--- config.mk ---
export PLATFORM = sky130hd
export DESIGN_NAME = mpc_unit
export DESIGN_NICKNAME = d
export VERILOG_FILES = /design/src/pkg/mpc_pkg.sv /design/src/core/mpc_unit.sv
export VERILOG_INCLUDE_DIRS = /design/src /design/src/pkg
export SDC_FILE = /design/constraint.sdc
export NUM_CORES = 2
export LEC_CHECK = 0
export BUFFER_PORTS_ARGS = -buffer_cell sky130_fd_sc_hd__buf_2
export CAP_MARGIN = 10
export CORE_AREA = 4 4 382 384
export CTS_CLUSTER_SIZE = 10
export DETAILED_ROUTE_END_ITERATION = 10
export DIE_AREA = 0 0 386 388
export GPL_ROUTABILITY_DRIVEN = 0
export PLACE_DENSITY = 0.38
export SKIP_CTS_REPAIR_TIMING = 1
export SLEW_MARGIN = 20
export SYNTH_ARGS = -nofsm -noshare
export SYNTH_HDL_FRONTEND = slang
export SYNTH_SLANG_ARGS = --single-unit
--- constraint.sdc ---
create_clock -name mclk -period 2.1 [get_ports mclk]
set_clock_uncertainty 0.05 [all_clocks]
set_input_delay 0.21 -clock mclk [delete_from_list [all_inputs] [get_ports mclk]]
set_output_delay 0.21 -clock mclk [all_outputs]
set_load 0.01 [all_outputs]
--- src/pkg/mpc_params.svh ---
`ifndef MPC_PARAMS_SVH
`define MPC_PARAMS_SVH
`define MPC_OPC_MUL    6'h10
`define MPC_OPC_MULI   6'h18
`define MPC_OPC_OR     6'h20
`define MPC_OPC_ORI    6'h28
`define MPC_OPC_PCMPEQ 6'h22
`define MPC_OPC_PCMPNE 6'h23
`define MPC_FN_MUL     2'h0
`define MPC_FN_MULH    2'h1
`define MPC_FN_MULHSU  2'h2
`define MPC_FN_MULHU   2'h3
`define MPC_PCMP_BIT   10
`define MPC_SLOW_CYC   2'h3
`define MPC_ONE_CYC    2'h1
`endif

--- src/pkg/mpc_pkg.sv ---
package mpc_pkg;
  typedef enum logic [3:0] {
    MPC_OP_NONE, MPC_OP_MUL, MPC_OP_MULH, MPC_OP_MULHU, MPC_OP_MULHSU,
    MPC_OP_MULI, MPC_OP_OR, MPC_OP_ORI, MPC_OP_BF, MPC_OP_EQ, MPC_OP_NE
  } mpc_op_e;
  typedef enum logic [0:0] {MPC_IDLE, MPC_BUSY} mpc_state_e;
endpackage

--- src/core/mpc_unit.sv ---
// How it works
// - mul keeps low word of product
// - products take 1 or 3 cycles
// - mul, muli need hardware product level
// - mulh: signed high word
// - mulhu: unsigned high word
// - mulhsu: signed by unsigned high word
// - high words need product level 2
// - bits 30, 31 select product variant
// - muli: low word times sign-extended immediate
// - immediate prefix supplies upper half
// - or writes bitwise or, one cycle
// - ori ors sign-extended immediate
// - nop writes no register and raises no illegal
// - byte find returns first match position
// - examine bits 0 to 7 first
// - equal compare gives 1 on match
// - not-equal compare gives 0 on match
// - compares need pattern compare enable
`include "mpc_params.svh"
`timescale 1ns/1ps
`default_nettype none
module mpc_unit #(
  parameter int AREA_OPT_SETTING       = 0,
  parameter int HW_PRODUCT_LEVEL       = 1,
  parameter int PATTERN_COMPARE_ENABLE = 0
) (
  input  wire logic        mclk,
  input  wire logic        arst_n,
  input  wire logic        issue,
  input  wire logic [31:0] instr,
  input  wire logic [31:0] first_source,
  input  wire logic [31:0] second_source,
  input  wire logic        imm_prefix_valid,
  input  wire logic [15:0] imm_prefix_high,
  output logic             busy_ff,
  output logic             wr_en_ff,
  output logic [4:0]       wr_addr_ff,
  output logic [31:0]      wr_data_ff,
  output logic             illegal_ff
);
  // slow mode means area setting 1
  localparam bit SLOW = (AREA_OPT_SETTING == 1);
  localparam bit HAS_MUL = (HW_PRODUCT_LEVEL > 0);
  localparam bit HAS_WIDE = (HW_PRODUCT_LEVEL == 2);
  localparam bit HAS_PCMP = (PATTERN_COMPARE_ENABLE == 1);

  wire logic [5:0]  opc = instr[31:26];
  wire logic [4:0]  dst = instr[25:21];
  // bit 0 big-endian is msb here
  wire logic [1:0]  fn  = instr[1:0];
  wire logic        pc  = instr[`MPC_PCMP_BIT];
  wire logic [31:0] imm_val;
  wire logic [63:0] p_ss;
  wire logic [63:0] p_uu;
  wire logic [63:0] p_su;
  wire logic [31:0] bf_val;
  wire logic        eq;
  mpc_pkg::mpc_op_e dec_op;

  assign imm_val = imm_prefix_valid ? {imm_prefix_high, instr[15:0]}
                 : {{16{instr[15]}}, instr[15:0]};
  assign p_uu = {32'h0, first_source} * {32'h0, second_source};
  // widen before multiplying so the product is formed at 64 bits
  assign p_ss = 64'($signed({{32{first_source[31]}}, first_source})
              * $signed({{32{second_source[31]}}, second_source}));
  assign p_su = 64'($signed({{32{first_source[31]}}, first_source})
              * $signed({32'h0, second_source}));
  assign eq = (first_source == second_source);

  // first equal byte wins; msb is position 1
  function automatic logic [31:0] byte_find(input logic [31:0] a,
                                            input logic [31:0] b);
    logic [31:0] r;
    r = 32'h0;
    for (int i = 3; i >= 0; i--)
    begin
      if (r == 32'h0 && a[i*8 +: 8] == b[i*8 +: 8])
      begin
        r = 32'(4 - i);
      end
    end
    return r;
  endfunction
  assign bf_val = byte_find(first_source, second_source);

  // named decode terms keep the priority chain short
  wire logic mul_fmt = (opc == `MPC_OPC_MUL) && (instr[10:2] == 9'h0);
  wire logic muli_op = (opc == `MPC_OPC_MULI);
  wire logic or_op   = (opc == `MPC_OPC_OR);
  wire logic eq_op   = (opc == `MPC_OPC_PCMPEQ);
  wire logic ne_op   = (opc == `MPC_OPC_PCMPNE);
  wire logic ori_op  = (opc == `MPC_OPC_ORI);

  always_comb
  begin
    dec_op = mpc_pkg::MPC_OP_NONE;
    if (mul_fmt && HAS_MUL)
    begin
      unique case (fn)
        `MPC_FN_MUL:    dec_op = mpc_pkg::MPC_OP_MUL;
        `MPC_FN_MULH:   dec_op = HAS_WIDE ? mpc_pkg::MPC_OP_MULH
                                          : mpc_pkg::MPC_OP_NONE;
        `MPC_FN_MULHSU: dec_op = HAS_WIDE ? mpc_pkg::MPC_OP_MULHSU
                                          : mpc_pkg::MPC_OP_NONE;
        `MPC_FN_MULHU:  dec_op = HAS_WIDE ? mpc_pkg::MPC_OP_MULHU
                                          : mpc_pkg::MPC_OP_NONE;
      endcase
    end
    else if (muli_op && HAS_MUL)
      dec_op = mpc_pkg::MPC_OP_MULI;
    else if (or_op && !pc)
      dec_op = mpc_pkg::MPC_OP_OR;
    else if (or_op && pc && HAS_PCMP)
      dec_op = mpc_pkg::MPC_OP_BF;
    else if (eq_op && pc && HAS_PCMP)
      dec_op = mpc_pkg::MPC_OP_EQ;
    else if (ne_op && pc && HAS_PCMP)
      dec_op = mpc_pkg::MPC_OP_NE;
    else if (ori_op)
      dec_op = mpc_pkg::MPC_OP_ORI;
  end

  logic [31:0] res;
  logic        is_prod;
  always_comb
  begin
    res = 32'h0;
    is_prod = 1'b0;
    unique case (dec_op)
      mpc_pkg::MPC_OP_NONE:   res = 32'h0;
      mpc_pkg::MPC_OP_MUL:
      begin
        res = p_uu[31:0];
        is_prod = 1'b1;
      end
      mpc_pkg::MPC_OP_MULH:
      begin
        res = p_ss[63:32];
        is_prod = 1'b1;
      end
      mpc_pkg::MPC_OP_MULHU:
      begin
        res = p_uu[63:32];
        is_prod = 1'b1;
      end
      mpc_pkg::MPC_OP_MULHSU:
      begin
        res = p_su[63:32];
        is_prod = 1'b1;
      end
      mpc_pkg::MPC_OP_MULI:
      begin
        res = 32'(first_source * imm_val);
        is_prod = 1'b1;
      end
      mpc_pkg::MPC_OP_OR:     res = first_source | second_source;
      mpc_pkg::MPC_OP_ORI:    res = first_source | imm_val;
      mpc_pkg::MPC_OP_BF:     res = bf_val;
      mpc_pkg::MPC_OP_EQ:     res = {31'h0, eq};
      mpc_pkg::MPC_OP_NE:     res = {31'h0, !eq};
    endcase
  end

  // slow path holds result until count expires; operands must stay
  // stable only for the issue cycle since result is captured at once
  mpc_pkg::mpc_state_e state_ff, nxt_state;
  logic [1:0]  cnt_ff, nxt_cnt;
  logic [31:0] hold_ff;
  logic [4:0]  hdst_ff;
  wire logic   take = issue && !busy_ff;
  wire logic   go_slow = take && is_prod && SLOW;
  wire logic   ok = dec_op != mpc_pkg::MPC_OP_NONE;
  // r0 and nop writes suppressed
  wire logic   fast_wr = take && ok && !go_slow && dst != 5'h0;
  wire logic   slow_done = state_ff == mpc_pkg::MPC_BUSY
                           && cnt_ff == `MPC_ONE_CYC;

  always_comb
  begin
    nxt_state = state_ff;
    nxt_cnt = cnt_ff;
    unique case (state_ff)
      mpc_pkg::MPC_IDLE:
        if (go_slow)
        begin
          nxt_state = mpc_pkg::MPC_BUSY;
          // the issue cycle is the first of the three
          nxt_cnt = `MPC_SLOW_CYC - `MPC_ONE_CYC;
        end
      mpc_pkg::MPC_BUSY:
        if (slow_done)
          nxt_state = mpc_pkg::MPC_IDLE;
        else
          nxt_cnt = cnt_ff - 2'h1;
    endcase
  end

  always_ff @(posedge mclk or negedge arst_n)
  begin
    if (!arst_n)
    begin
      state_ff <= mpc_pkg::MPC_IDLE;
      cnt_ff <= 2'h0;
      hold_ff <= 32'h0;
      hdst_ff <= 5'h0;
    end
    else
    begin
      state_ff <= nxt_state;
      cnt_ff <= nxt_cnt;
      if (go_slow)
      begin
        hold_ff <= res;
        hdst_ff <= dst;
      end
    end
  end

  always_ff @(posedge mclk or negedge arst_n)
  begin
    if (!arst_n)
    begin
      busy_ff <= 1'b0;
      wr_en_ff <= 1'b0;
      wr_addr_ff <= 5'h0;
      wr_data_ff <= 32'h0;
      illegal_ff <= 1'b0;
    end
    else
    begin
      busy_ff <= (nxt_state == mpc_pkg::MPC_BUSY) && !slow_done;
      wr_en_ff <= fast_wr || (slow_done && hdst_ff != 5'h0);
      wr_addr_ff <= slow_done ? hdst_ff : dst;
      wr_data_ff <= slow_done ? hold_ff : res;
      illegal_ff <= take && !ok;
    end
  end

  // upper word of a 64-bit product, for the checks below
  function automatic logic [31:0] hi_word(input logic [63:0] x,
                                          input logic [63:0] y);
    logic [63:0] p;
    p = x * y;
    return p[63:32];
  endfunction
  // check operands widened apart from the datapath's own products
  wire logic [63:0] chk_a_s = {{32{first_source[31]}}, first_source};
  wire logic [63:0] chk_a_u = {32'h0, first_source};
  wire logic [63:0] chk_b_s = {{32{second_source[31]}}, second_source};
  wire logic [63:0] chk_b_u = {32'h0, second_source};
endmodule // mpc_unit
`default_nettype wire

==> results.py <==
metrics = {
    "global_routing": {
        "grt_pass1_vias": 30666,
        "overflow": 0,
        "grt_max_degree": 22,
        "grt_pass1_wl_microns": 199000,
        "grt_use_total_pct": 17.7,
        "grt_antenna_before_repair": 15,
    },
    "route": {
        "wl_microns": 134000,
        "drcViolationCount": 0,
        "post_drt_wl_per_cell_microns": 20.4,
        "drt_first_pass_iters": 6,
        "first_iter_violations": 1441,
        "vias_per_cell": 4.22,
        "drtAntennaViolNets": 0,
        "via_count": 27713,
    },
    "yosys": {
        "synth-seq-cells": 42,
        "syn_area_sq_um": 35400,
        "avgSynthCellArea_sq_um": 8.38,
        "yosys.area_share.simple_pct": 16.8,
        "ys_types": 71,
        "yosys_warnings": 0,
        "yosys-top-cells-area": "fa_1 (48%), inv_1 (12%), ha_1 (8.8%), and2_1 (7.8%), nand2_1 (7.0%)",
        "ys_seq_area_share_pct": 2.97,
        "synth-adder-area-share_pct": 56.6,
        "synthMuxAreaShare_pct": 0.686,
        "netlist_instances": 4222,
        "synth_ff_type": "dfrtp_1",
        "postSynth.asyncResetShare_pct": 100,
        "synth-xor-area-share_pct": 2.60,
        "synth-compound-area-share_pct": 4.57,
        "synth_top_family_by_area": "adder cells",
        "syn_nets": 5432,
        "synth-edff-count": 0,
        "netlist.area_leader.share_pct": 47.8,
        "yosysTopAreaCell": "fa_1",
    },
    "clocking": {
        "clk_pin_slew_ps": 70,
        "cts_buffer_depth": 2,
        "clk-insertion-delay-late_ps": 300,
        "cts-htree-levels": 2,
        "numCtsBuffers": 5,
        "clkSinkCount": 42,
        "cts_tree": "done",
        "clockRootBuffer": "clkbuf_16",
    },
    "sta": {
        "worstMarginPinSlew_ps": 629,
        "tns_ps": -105480,
        "setup_ws_ps": -4580,
        "max_freq_mhz": 150,
        "finalCriticalPeriod_ps": 6680,
        "period_share_pct": 318,
        "hold_viol_final": 0,
        "max_slew_margin_pct": 57.8,
        "setup_violations": 32,
        "slew_viol_final": 0,
        "rsz0062_at_grt": "true",
    },
    "critical_path": {
        "cp.required_ps": 2260,
        "cp_max_fo": 10,
        "critPathKind": "in2reg",
        "critical-path-top-delay-family": "adder cells",
        "slowest_stage": "fa_1",
        "cp_common_cell": "fa_1",
        "end_kind": "register",
        "crit_path_start_kind": "primary input",
        "max_stage_delay_ps": 530,
        "cp_data_arrival_time_ps": 6840,
        "critical_path_buf_inv_count": 7,
    },
    "floorplan": {
        "start_util_pct": 24.8,
        "die_w_microns": 386,
        "die_y_microns": 388,
        "ios": 156,
        "die_area_sq_um": 150000,
        "rows": 139,
        "design.core.area_sq_um": 143000,
    },
    "layout": {
        "fillCellCount": 15089,
        "post-route-util_pct": 31.9,
        "drive_above_1_share_pct": 23.9,
        "area_growth_pct": 28.5,
        "layout_common_cells": "inv_1 (1116), fa_1 (802), nand2_1 (625)",
        "final_common_cell": "inv_1",
        "final_net_count": 5871,
        "final_cells": 6572,
    },
    "placed_design": {
        "hpwl_microns": 116000,
        "placement.io_buffers": 150,
        "dp_cells": 6505,
    },
    "worst_hold_path": {
        "hp-class": "in2reg",
    },
    "outcome": {
        "violations": "negative setup slack",
        "status": "finished, violations left",
    },
    "run": {
        "drv_cap": 0,
    },
}
## final timing paths
check	startpoint	end	slack, ps	cells past startpoint
worst max-delay path	instr[15]	wr_data_ff[31]$_DFF_PN0_	-4580	29
worst min-delay path	instr[22]	wr_addr_ff[1]$_DFF_PN0_	80	2
worst max register to register	cnt_ff[1]$_DFFE_PN0P_	wr_data_ff[24]$_DFF_PN0_	420	7
worst min register to register	cnt_ff[0]$_DFFE_PN0P_	cnt_ff[0]$_DFFE_PN0P_	430	1
max in group asynchronous	arst_n	wr_data_ff[28]$_DFF_PN0_	1080	3
min in group asynchronous	arst_n	wr_en_ff$_DFF_PN0_	280	2
## layer usage
metal	global-route usage [%]	wire length, microns
met1	26.2	64600
met2	29.1	63000
met3	0.862	4310
met4	2.34	2280
met5	0	25
## logic make-up (layout without fill, tap and decap cells)
group / Yosys count / in the layout
other: 0 / 7
muxes: 22 / 22
DFF: 42 / 42
and+or+nand+nor: 1235 / 1235
adders and majority gates: 1094 / 1094
xor gates and xnor gates: 102 / 102
AOI/OAI and AO/OA: 244 / 244
buffers and inverters: 1483 / 1923
## worst reg2reg max path, stage by stage (launching register included)
cell and delay [ps]:
dfrtp_1 360, inv_1 70, ha_1 160, nand2_1 150, nand2_1 220, buf_4 240
o22ai_1 110, a41o_1 220
## metrics by stage
step                      area, sq um  hold slack [ps]  worst slack (ps)
after global routing            45500             81.5             -4860
final                           45500             77.2             -4580
after detailed placement        43200             64.7             -5310
after floorplan                 37300             -136             -4560
after CTS                       43400             -258             -4980
after global placement          43200             66.0             -5250
## registers in the layout, indices dropped and copies added (netlist names)
signal / flops
busy_ff: 1
cnt_ff: 2
illegal_ff: 1
wr_addr_ff: 5
wr_data_ff: 32
wr_en_ff: 1
## cell type report
class | instances | area [sq um] | area share (%)
Clock inverter | 3 | 48.8 | 0.107
Tap cell | 1903 | 2380 | 5.23
Inverter | 1157 | 4340 | 9.55
Sequential cell | 42 | 1050 | 2.31
Antenna cell | 7 | 17.5 | 0.0385
Timing Repair Buffer | 758 | 6830 | 15.0
Clock buffer | 5 | 125 | 0.275
Multi-Input combinational cell | 2697 | 30700 | 67.5
## synthesized netlist by cell type (all sizes together) (6+ instances only)
cell / number
o21a: 11
o211ai: 6
o21ai: 47
xnor2: 75
a21oi: 67
dfrtp: 42
a31oi: 10
fa: 845
and3: 9
a22oi: 6
or3: 6
nor2b: 15
nand2b: 17
nand2: 662
a221oi: 8
nand3: 18
nor3: 8
o22ai: 11
inv: 1157
clkbuf: 306
a211oi: 13
o21bai: 7
buf: 20
and2: 440
nor2: 43
xor2: 25
a21o: 25
mux2: 18
ha: 249
Power is not shown: default switching activity piles up to over one toggle a cycle in this logic, so the estimate is an artifact.
